--- src/rtl/irtc_pkg.sv ---
// constants and carrier types of the infrared temperature clamp and relay
package irtc_pkg;

	////////////////////////////////////////////////////////////////////////
	// temperature coding: signed 12-bit, sixteen codes per degree
	localparam int TEMP_W = 12;
	localparam int OUT_W = 8;
	localparam int TEMP_PER_C = 16;
	localparam int OBJ_MIN_C = -20;
	localparam int OBJ_MAX_C = 120;
	localparam int AMB_MIN_C = 0;
	localparam int AMB_MAX_C = 50;
	localparam int THR_DEF_C = 50;
	localparam int HYST_DEF_C = 5;
	localparam logic signed [11:0] OBJ_MIN = 12'(OBJ_MIN_C * TEMP_PER_C);
	localparam logic signed [11:0] OBJ_MAX = 12'(OBJ_MAX_C * TEMP_PER_C);
	localparam logic signed [11:0] AMB_MIN = 12'(AMB_MIN_C * TEMP_PER_C);
	localparam logic signed [11:0] AMB_MAX = 12'(AMB_MAX_C * TEMP_PER_C);
	localparam logic [11:0] THR_RESET = 12'(THR_DEF_C * TEMP_PER_C);
	localparam logic [11:0] HYST_RESET = 12'(HYST_DEF_C * TEMP_PER_C);

	// linear scaling: code = (offset * factor) >> 16, factor rounded up
	localparam int FULL_CODE = 255;
	localparam int SCALE_SHIFT = 16;
	localparam int OBJ_SPAN = (OBJ_MAX_C - OBJ_MIN_C) * TEMP_PER_C;
	localparam int AMB_SPAN = (AMB_MAX_C - AMB_MIN_C) * TEMP_PER_C;
	localparam logic [14:0] OBJ_FACTOR =
		15'(((FULL_CODE << SCALE_SHIFT) + OBJ_SPAN - 1) / OBJ_SPAN);
	localparam logic [14:0] AMB_FACTOR =
		15'(((FULL_CODE << SCALE_SHIFT) + AMB_SPAN - 1) / AMB_SPAN);
	localparam logic [7:0] CODE_ZERO = 8'h00;
	localparam logic [7:0] CODE_FULL = 8'hff;

	////////////////////////////////////////////////////////////////////////
	// register byte offsets
	localparam logic [7:0] CTRL_OFF = 8'h00;
	localparam logic [7:0] THRESH_OFF = 8'h04;
	localparam logic [7:0] HYST_OFF = 8'h08;
	localparam logic [7:0] STATUS_OFF = 8'h0c;
	localparam logic [7:0] MASK_OFF = 8'h10;
	localparam logic [7:0] LEVEL_OFF = 8'h14;
	localparam logic [7:0] CODES_OFF = 8'h18;

	// fields
	localparam int CTRL_NONINV_BIT = 0;
	localparam logic CTRL_NONINV_RESET = 1'b0;
	localparam int EV_W = 4;
	localparam int EV_AMB_LOW = 0;
	localparam int EV_AMB_HIGH = 1;
	localparam int EV_OBJ_OUT = 2;
	localparam int EV_RELAY = 3;
	localparam logic [3:0] EV_RESET = 4'h0;

	////////////////////////////////////////////////////////////////////////
	// carrier from the compensation stage
	typedef struct packed {
		logic valid;
		logic signed [11:0] objTemp;
		logic signed [11:0] sensorTemp;
	} irtc_temps_s;

	typedef enum logic [2:0] {
		AMB_BELOW = 3'b001,
		AMB_INSIDE = 3'b010,
		AMB_ABOVE = 3'b100
	} irtc_amb_e;

endpackage

--- src/rtl/irtc_top.sv ---
// range clamp, output coding and relay comparator of an ir thermometer
//
// Design decisions made here: the register addresses and the APB slave port.
`timescale 1ns/1ps
module irtc_top
(
	// clock and reset
	input wire logic sys_clk,
	input wire logic rst_n,
	// converted temperatures
	input wire irtc_pkg::irtc_temps_s tempIn,
	// apb slave
	input wire logic psel,
	input wire logic penable,
	input wire logic pwrite,
	input wire logic [7:0] paddr,
	input wire logic [31:0] pwdata,
	output logic [31:0] prdata,
	output logic pready,
	output logic pslverr,
	// analogue channel codes and flag
	output logic [7:0] objectTempOutput,
	output logic [7:0] sensorTempOutput,
	output logic ambientLowFlag,
	// open-drain relay pin, enable low while pulling
	input wire logic relayDriveIn,
	output logic relayDriveOut,
	output logic relayDriveOen_n,
	// interrupt
	output logic irq
);
	import irtc_pkg::*;

	////////////////////////////////////////////////////////////////////////
	function automatic logic [7:0] scaleCode(input logic [11:0] off,
		input logic [14:0] factor);
		logic [26:0] prod;
		prod = {15'h0000, off} * {12'h000, factor};
		return prod[23:16];
	endfunction

	function automatic logic [11:0] offsetOf(input logic signed [11:0] v,
		input logic signed [11:0] lo);
		return 12'(v - lo);
	endfunction

	////////////////////////////////////////////////////////////////////////
	// settings
	logic nonInv_q;
	logic [11:0] thresh_q;
	logic [11:0] hyst_q;
	logic [3:0] status_q;
	logic [3:0] mask_q;
	logic [3:0] events;
	logic wrEn;
	logic setupPh;

	assign setupPh = psel && !penable;
	assign wrEn = psel && penable && pready && pwrite;

	always_ff @(posedge sys_clk or negedge rst_n) begin
		if (!rst_n) begin
			nonInv_q <= CTRL_NONINV_RESET;
			thresh_q <= THR_RESET;
			hyst_q <= HYST_RESET;
			mask_q <= EV_RESET;
		end else if (wrEn) begin
			// threshold and hysteresis stay live settings for the relay
			unique case (paddr)
				CTRL_OFF: nonInv_q <= pwdata[CTRL_NONINV_BIT];
				THRESH_OFF: thresh_q <= pwdata[11:0];
				HYST_OFF: hyst_q <= pwdata[11:0];
				MASK_OFF: mask_q <= pwdata[3:0];
				default: ;
			endcase
		end
	end

	////////////////////////////////////////////////////////////////////////
	// range classification
	irtc_amb_e ambState;
	logic objLow;
	logic objHigh;
	logic signed [11:0] objT;
	logic signed [11:0] sensT;

	assign objT = tempIn.objTemp;
	assign sensT = tempIn.sensorTemp;
	assign objLow = objT < OBJ_MIN;
	assign objHigh = objT > OBJ_MAX;

	always_comb begin
		if (sensT < AMB_MIN) begin
			ambState = AMB_BELOW;
		end else if (sensT > AMB_MAX) begin
			ambState = AMB_ABOVE;
		end else begin
			ambState = AMB_INSIDE;
		end
	end

	////////////////////////////////////////////////////////////////////////
	// output codes, refreshed on each converted sample
	always_ff @(posedge sys_clk or negedge rst_n) begin
		if (!rst_n) begin
			objectTempOutput <= CODE_ZERO;
			sensorTempOutput <= CODE_ZERO;
			ambientLowFlag <= 1'b0;
		end else if (tempIn.valid) begin
			unique case (ambState)
				AMB_BELOW: begin
					// object result is built on a false ambient, so hide it
					objectTempOutput <= CODE_ZERO;
					sensorTempOutput <= CODE_ZERO;
					ambientLowFlag <= 1'b1;
				end
				AMB_ABOVE: begin
					objectTempOutput <= CODE_FULL;
					sensorTempOutput <= CODE_FULL;
					ambientLowFlag <= 1'b0;
				end
				AMB_INSIDE: begin
					ambientLowFlag <= 1'b0;
					sensorTempOutput <=
						scaleCode(offsetOf(sensT, AMB_MIN), AMB_FACTOR);
					if (objLow) begin
						objectTempOutput <= CODE_ZERO;
					end else if (objHigh) begin
						objectTempOutput <= CODE_FULL;
					end else begin
						objectTempOutput <=
							scaleCode(offsetOf(objT, OBJ_MIN), OBJ_FACTOR);
					end
				end
			endcase
		end
	end

	////////////////////////////////////////////////////////////////////////
	// relay comparator on the object temperature
	logic above_q;
	logic signed [12:0] objWide;
	logic signed [12:0] tripLevel;
	logic signed [12:0] releaseLevel;

	assign objWide = {objT[11], objT};
	assign tripLevel = $signed({thresh_q[11], thresh_q});
	assign releaseLevel = tripLevel - $signed({1'b0, hyst_q});

	always_ff @(posedge sys_clk or negedge rst_n) begin
		if (!rst_n) begin
			above_q <= 1'b0;
		end else if (tempIn.valid) begin
			if (!above_q && objWide > tripLevel) begin
				above_q <= 1'b1;
			end else if (above_q && objWide < releaseLevel) begin
				above_q <= 1'b0;
			end
		end
	end

	// relay on means the drain pulls low
	always_ff @(posedge sys_clk or negedge rst_n) begin
		if (!rst_n) begin
			relayDriveOen_n <= 1'b1;
			relayDriveOut <= 1'b0;
		end else begin
			relayDriveOen_n <= !(above_q ~^ nonInv_q);
			relayDriveOut <= 1'b0;
		end
	end

	// pin level read back, two stages since it is external
	logic relayMeta_q;
	logic relaySync_q;

	always_ff @(posedge sys_clk or negedge rst_n) begin
		if (!rst_n) begin
			relayMeta_q <= 1'b1;
			relaySync_q <= 1'b1;
		end else begin
			relayMeta_q <= relayDriveIn;
			relaySync_q <= relayMeta_q;
		end
	end

	////////////////////////////////////////////////////////////////////////
	// sticky events, write one to clear, a new event beats the clear
	logic ambLowPrev_q;
	logic ambHighPrev_q;
	logic relayPrev_q;

	always_ff @(posedge sys_clk or negedge rst_n) begin
		if (!rst_n) begin
			ambLowPrev_q <= 1'b0;
			ambHighPrev_q <= 1'b0;
			relayPrev_q <= 1'b1;
		end else begin
			ambLowPrev_q <= ambientLowFlag;
			ambHighPrev_q <= (sensorTempOutput == CODE_FULL) &&
				(objectTempOutput == CODE_FULL);
			relayPrev_q <= relayDriveOen_n;
		end
	end

	always_comb begin
		events = EV_RESET;
		events[EV_AMB_LOW] = tempIn.valid && ambState == AMB_BELOW &&
			!ambLowPrev_q;
		events[EV_AMB_HIGH] = tempIn.valid && ambState == AMB_ABOVE &&
			!ambHighPrev_q;
		events[EV_OBJ_OUT] = tempIn.valid && ambState == AMB_INSIDE &&
			(objLow || objHigh);
		events[EV_RELAY] = relayPrev_q != relayDriveOen_n;
	end

	always_ff @(posedge sys_clk or negedge rst_n) begin
		if (!rst_n) begin
			status_q <= EV_RESET;
		end else if (wrEn && paddr == STATUS_OFF) begin
			status_q <= (status_q & ~pwdata[3:0]) | events;
		end else begin
			status_q <= status_q | events;
		end
	end

	always_ff @(posedge sys_clk or negedge rst_n) begin
		if (!rst_n) begin
			irq <= 1'b0;
		end else begin
			irq <= |(status_q & mask_q);
		end
	end

	////////////////////////////////////////////////////////////////////////
	// apb answer: data and ready prepared in the setup cycle
	logic [31:0] rdMux;
	logic hit;

	always_comb begin
		rdMux = 32'h00000000;
		hit = 1'b1;
		unique case (paddr)
			CTRL_OFF: rdMux[CTRL_NONINV_BIT] = nonInv_q;
			THRESH_OFF: rdMux[11:0] = thresh_q;
			HYST_OFF: rdMux[11:0] = hyst_q;
			STATUS_OFF: rdMux[3:0] = status_q;
			MASK_OFF: rdMux[3:0] = mask_q;
			LEVEL_OFF: rdMux[3:0] = {relaySync_q, !relayDriveOen_n,
				above_q, ambientLowFlag};
			CODES_OFF: rdMux[15:0] = {sensorTempOutput, objectTempOutput};
			default: hit = 1'b0;
		endcase
	end

	always_ff @(posedge sys_clk or negedge rst_n) begin
		if (!rst_n) begin
			prdata <= 32'h00000000;
			pready <= 1'b0;
			pslverr <= 1'b0;
		end else begin
			pready <= setupPh;
			pslverr <= setupPh && !hit;
			if (setupPh) begin
				// read data is a snapshot taken one cycle before the answer
				prdata <= (pwrite || !hit) ? 32'h00000000 : rdMux;
			end
		end
	end
endmodule

--- config.mk ---
export PLATFORM = sky130hd
export DESIGN_NAME = irtc_top
export DESIGN_NICKNAME = d
export VERILOG_FILES = /design/src/rtl/irtc_pkg.sv /design/src/rtl/irtc_top.sv
export SDC_FILE = /design/constraint.sdc
export NUM_CORES = 1
export LEC_CHECK = 0
export BUFFER_PORTS_ARGS = -buffer_cell sky130_fd_sc_hd__buf_2
export CAP_MARGIN = 0
export CORE_MARGIN = 5
export CORE_UTILIZATION = 53
export DETAILED_ROUTE_END_ITERATION = 16
export HOLD_SLACK_MARGIN = 0.12
export PLACE_DENSITY = 0.83
export SYNTH_ARGS = -nofsm -noshare
export SYNTH_HDL_FRONTEND = slang
export SYNTH_SLANG_ARGS = --single-unit
--- constraint.sdc ---
create_clock -name sys_clk -period 3.5 [get_ports sys_clk]
set_clock_uncertainty 0.1 [all_clocks]
set_input_delay 0.525 -clock sys_clk [delete_from_list [all_inputs] [get_ports sys_clk]]
set_output_delay 0.525 -clock sys_clk [all_outputs]
set_load 0.01 [all_outputs]
Yosys cells after proc, flatten, opt, wreduce, memory -nomap -nowiden
Cells that the tools add are included.
{ "totals": {"memories": 0, "latch_bits": 0, "ff_bits": 92, "ramBits": 0, "romBits": 0} }
{ "classes": {"addsub": 2, "eq_ne": 12, "n_shift": 0, "muxes": 16, "bitwise": 6, "n_mul": 2, "n_lt_le_gt_ge": 6, "n_div": 0, "reduce_logical": 34} }
{ "op_table": {"columns": ["operator", "n"], "rows": [
  ["8-bit case mux with 3 select lines", 3],
  ["8-bit by 5-bit equality test with 1-bit output, second input constant", 3],
  ["12-bit by 13-bit multiplier with 24-bit output, second input constant", 1],
  ["12-bit by 14-bit multiplier with 23-bit output, second input constant", 1],
  ["3-bit case mux with 6 select lines", 1],
  ["8-bit by 4-bit equality test with 1-bit output, second input constant", 2],
  ["8-bit equality test, second input constant", 2],
  ["16-bit two-way mux", 1],
  ["8-bit two-way mux", 2],
  ["1-bit logical AND", 15],
  ["12-bit by 13-bit < comparator with 1-bit output", 1],
  ["12-bit by 13-bit subtractor with 13-bit output", 1],
  ["12-bit by 11-bit > comparator with 1-bit output, second input constant", 1],
  ["12-bit > comparator", 1],
  ["12-bit > comparator, second input constant", 1],
  ["12-bit by 1-bit < comparator with 1-bit output, second input constant", 1],
  ["12-bit by 10-bit < comparator with 1-bit output, second input constant", 1],
  ["12-bit by 10-bit subtractor with 12-bit output, second input constant", 1],
  ["2-bit AND reduction", 5],
  ["4-bit AND", 2],
  ["8-bit by 3-bit equality test with 1-bit output, second input constant", 1],
  ["8-bit logical NOT", 1],
  ["4-bit two-way mux", 2],
  ["4-bit bitwise OR", 2],
  ["other kinds (16)", 26]
]} }

Depth between registers and ports, before layout
{ "depth": {"word_depth": 8, "mapped_depth": 19, "ltp_nobuf": 19} }

Worst setup path after synthesis
OpenSTA, ideal clock, no wires.
{ "synth_timing": {"path_type": "input-to-reg", "startpoint": "in tempIn[18] in the netlist's numbering", "endpoint": "reg objectTempOutput[6]", "n_path_buf": 1, "arrival_time_ns": 5.043, "cell_stages": 19, "path_slack_ns": -1.769, "cell_sequence": "clkbuf_1 -> a21oi_1 -> nor2_1 -> xor2_1 -> ha_1 -> xnor2_1 -> ha_1 -> a31oi_1 -> fa_1 -> fa_1 -> fa_1 -> inv_1 -> ha_1 -> o21ai_0 -> a21boi_0 -> o32ai_4 -> o221ai_2 -> a221oi_2 -> a311o_1"} }
{ "synth_between": {"elab_chain_len": 5, "word_cells_on_any_way": 7, "classes_between": "add/sub: 1; mul: 1; order compare: 2; mux: 3"} }
{ "synth_rtl": {"columns": ["item", "line_no", "rtl"], "rows": [
  ["from (decl)", "irtc_top.sv:11", "input wire irtc_pkg::irtc_temps_s tempIn,"],
  ["12-bit by 10-bit subtractor with 12-bit output", "irtc_top.sv:44", "return 12'(v - lo);"],
  ["12-bit by 13-bit multiplier with 24-bit output", "irtc_top.sv:38", "prod = {15'h0000, off} * {12'h000, factor};"],
  ["8-bit two-way mux", "irtc_top.sv:128", "end else if (objHigh) begin"],
  ["8-bit two-way mux (*)", "irtc_top.sv:126", "if (objLow) begin"],
  ["8-bit case mux with 3 select lines (*)", "irtc_top.sv:110", "unique case (ambState)"],
  ["to (signal assigned)", "irtc_top.sv:131", "objectTempOutput <="],
  ["to (decl)", "irtc_top.sv:22", "output logic [7:0] objectTempOutput,"]
]} }
Mark *: on every way between the ends. The rest lies on a longest branch, timed or not.
A chain may end at the register's enable or synchronous reset.

Final worst setup path
Same ends and word-level chain as after synthesis.

==> impl_metrics.json <==
{
  "grt_most_used_layer": "met2",
  "grt_pass1_vias": 8683,
  "worstPathRequired_ns": 3.68,
  "synth_area_leaders": "ha_1 (27%), dfrtp_1 (18%), fa_1 (14%), inv_1 (7.5%), mux2_2 (3.7%)",
  "layout.cells.non_filler": 1453,
  "tns_ns": -13.23,
  "synth_common_cells": "ha_1 (203), inv_1 (191), fa_1 (69), dfrtp_1 (67), nand2_1 (52)",
  "crit_type": "input port to flop",
  "vias": 8304,
  "viasPerCell": 5.715,
  "place_hpwl_microns": 21370,
  "cp.arrival_ns": 4.72,
  "core_area_sq_um": 17840,
  "synth.largest_area_cell": "ha_1",
  "cts.htree.levels": 3,
  "multi_input_area_sq_um": 7436,
  "area_growth_pct": 29.43,
  "p_total_mw": 7.755,
  "syn_area_sq_um": 9532,
  "setup_ws_ns": -1.038,
  "place_congestion": 0.9091,
  "avgRoutedWirePerCell_microns": 18.67,
  "crit_slowest_cell": "fa_1",
  "ys.flop_type": "dfrtp_1",
  "netlist.area_leader.share_pct": 26.65,
  "seq_power_share_pct": 14.9,
  "start_kind": "input port",
  "hold_violations": 0,
  "groute.layer.met3.usage_pct": 5.324,
  "finalCritPeriodShare_pct": 129.7,
  "internal_power_mw": 4.357,
  "drive_above_1_share_pct": 33.17,
  "cts_max_path_buffers": 2,
  "fin_util_pct": 69.15,
  "rsz0062_at_grt": "true",
  "track_usage_pct": 25.63,
  "use_met2_pct": 46.10,
  "cts-root-buf": "clkbuf_16",
  "dieHeight_microns": 144.1,
  "initial_core_util_pct": 53.43,
  "syn_area_per_cell_sq_um": 9.726,
  "numCtsBuffers": 9,
  "dp.cells": 1421,
  "violations": "setup timing",
  "dr.pass1.iters": 6,
  "synth.distinct_cells": 66,
  "slew_viol_final": 0,
  "synth.most_common_cell": "ha_1",
  "fin_area_sq_um": 12340,
  "use_met1_pct": 31.11,
  "cpPeakStageDelay_ns": 0.55,
  "min_path_type": "input port to flop",
  "clock.fmax_mhz": 220.4,
  "drtIter0Drc": 544,
  "timing.slew.headroom_pct": 36.03,
  "postRouteAntennaNets": 0,
  "worst_pin_slew_ns": 0.9595,
  "cp_max_fo": 6,
  "nNetsFinal": 1563,
  "rows": 49,
  "crit_top_cell": "fa_1",
  "ios": 125,
  "synthCells": 980,
  "pwr-share-comb_pct": 73.1,
  "drv_cap": 0,
  "diodes": 0,
  "leakagePower_nw": 6.333,
  "antenna_found_initial": 2,
  "register_area_sq_um": 1913,
  "placedInstanceArea_sq_um": 11530,
  "cellPowerDensity_nw_per_um2": 628.6,
  "port_buffers": 87,
  "yosys_warnings": 0,
  "cts_hold_buf": 0,
  "switching_share_pct": 43.81,
  "path_clk_slew_ns": 0.06,
  "cts.sink_count": 76,
  "setup-violations-final": 17,
  "fill_cells": 1218,
  "wl_microns": 27130,
  "ys_ff_latch": 76,
  "tritoncts": "yes",
  "drc": 0,
  "cp-end-kind": "flop",
  "clock_power_share_pct": 11.9,
  "ys_async_sr_fraction_pct": 100.0,
  "clock_latency_ns": 0.34,
  "grt-ovfl-total": 0,
  "period_needed_ns": 4.538,
  "ir_worst_vdd_uv": 386.7,
  "synth-edff-count": 0,
  "dieArea_sq_um": 20770,
  "run_status": "complete, but fails checks",
  "synth_seq_area_share_pct": 20.07,
  "fp.dieW_microns": 144.1,
  "path_cells": "buf_6, ha_4, o21ai_4, xnor2_2, inv_1, xnor2_2, ha_1, a31oi_2, fa_1, fa_1, fa_1, inv_1, ha_2, o21ai_1, a21boi_2, o32ai_4, o221ai_4, a221oi_2, a311o_1",
  "p_switching_mw": 3.397,
  "grt_pass1_wl_microns": 42080,
  "grt_max_degree": 77
}
[what timing repair did]
| item | 4_1_cts | 5_1_grt |
|---|---|---|
| buffers inserted | 9 | 10 |
| cloned | 0 | 0 |
| pin swaps | 39 | 55 |
| endpoints found under the setup margin | 17 | 17 |
| gates resized for setup | 42 | 34 |
[metal layers]
| metal | vias to the layer above | share of wire [%] |
|---|---|---|
| met4 | 4 | 2.8 |
| met3 | 86 | 6.6 |
| met2 | 344 | 51 |
| li1 | 3800 | - |
| met1 | 4070 | 40 |
| met5 | - | 0.10 |
[critical path, delay by kind of cell]
family / cells / cell delay [ns]
adder cells (fa/ha/maj): 6 / 2.12
buffers and inverters: 3 / 0.37
AO/OA/AOI/OAI: 8 / 1.42
XOR/XNOR: 2 / 0.29
[power groups by stage]
stage	registers, mW	clock network (mW)	logic (mW)
after detailed placement	1.15	0	4.84
after global routing	1.16	0.952	6.25
after floorplan	1.12	0	3.13
final	1.16	0.925	5.67
after global placement	1.15	0	4.62
after CTS	1.14	0.921	5.21
[cell families (layout without fill, tap and decap cells)]
| group | after synthesis | in the layout | share of synthesized area (%) |
|---|---|---|---|
| adders and majority gates | 272 | 272 | 41.14 |
| buffers and inverters | 221 | 449 | 9.464 |
| AOI/OAI and AO/OA | 186 | 186 | 13.59 |
| and+or+nand+nor | 148 | 148 | 7.890 |
| DFF | 76 | 76 | 20.07 |
| xor gates and xnor gates | 44 | 44 | 4.043 |
| muxes | 32 | 32 | 3.767 |
| other | 1 | 17 | 0.03934 |
[flip-flops by register name, indices dropped and copies added, names as in the netlist, 4 cells and up]
register,cells
status_q,4
mask_q,4
prdata,16
objectTempOutput,8
hyst_q,12
sensorTempOutput,8
thresh_q,12
[layout make-up]
| type | count | share of cell area [%] |
|---|---|---|
| Clock inverter | 6 | 0.5274 |
| Sequential cell | 76 | 15.51 |
| Multi-Input combinational cell | 699 | 60.27 |
| Clock buffer | 9 | 1.826 |
| Tap cell | 229 | 2.323 |
| Inverter | 191 | 5.953 |
| Timing Repair Buffer | 243 | 13.59 |
[metrics by stage]
step                      hold slack, ns  setup slack [ns]
after floorplan                   0.1294            -1.252
after global placement            0.2467            -1.467
after CTS                         0.1893            -1.089
after detailed placement          0.2510            -1.612
after global routing              0.1858            -1.170
final                             0.1906            -1.038
[layout by cell type, fill, tap and decap left out, drive strengths merged, types with 4 or more instances in the layout]
master	instances
a21oi	41
clkbuf	9
a221oi	8
a22o	7
inv	188
mux2	31
nand2	52
nor2	21
nand4	10
a211o	4
a211oi	6
dfrtp	67
nand2b	5
fa	69
o21ai	43
nor3	9
or3	4
nor2b	5
a31oi	6
xnor2	30
and2	7
buf	243
a222oi	8
conb	17
o21a	7
nand3	11
ha	203
a22oi	6
a221o	4
dfstp	9
or2	6
xor2	14
and3	4
clkinvlp	5
o211ai	6
a21o	20
[worst paths after layout]
| path | end | startpoint | cells after the start | slack (ns) |
|---|---|---|---|---|
| max | objectTempOutput[6] | tempIn[18] | 19 | -1.04 |
| min | relayMeta_q | relayDriveIn | 1 | 0.19 |
| max reg2reg | above_q | thresh_q[0] | 17 | -0.23 |
| min reg2reg | relaySync_q | relayMeta_q | 0 | 0.25 |
| max in group asynchronous | above_q | rst_n | 1 | 2.45 |
| min in group asynchronous | thresh_q[6] | rst_n | 1 | 0.21 |
No activity file was read; power rests on OpenSTA's default activity.
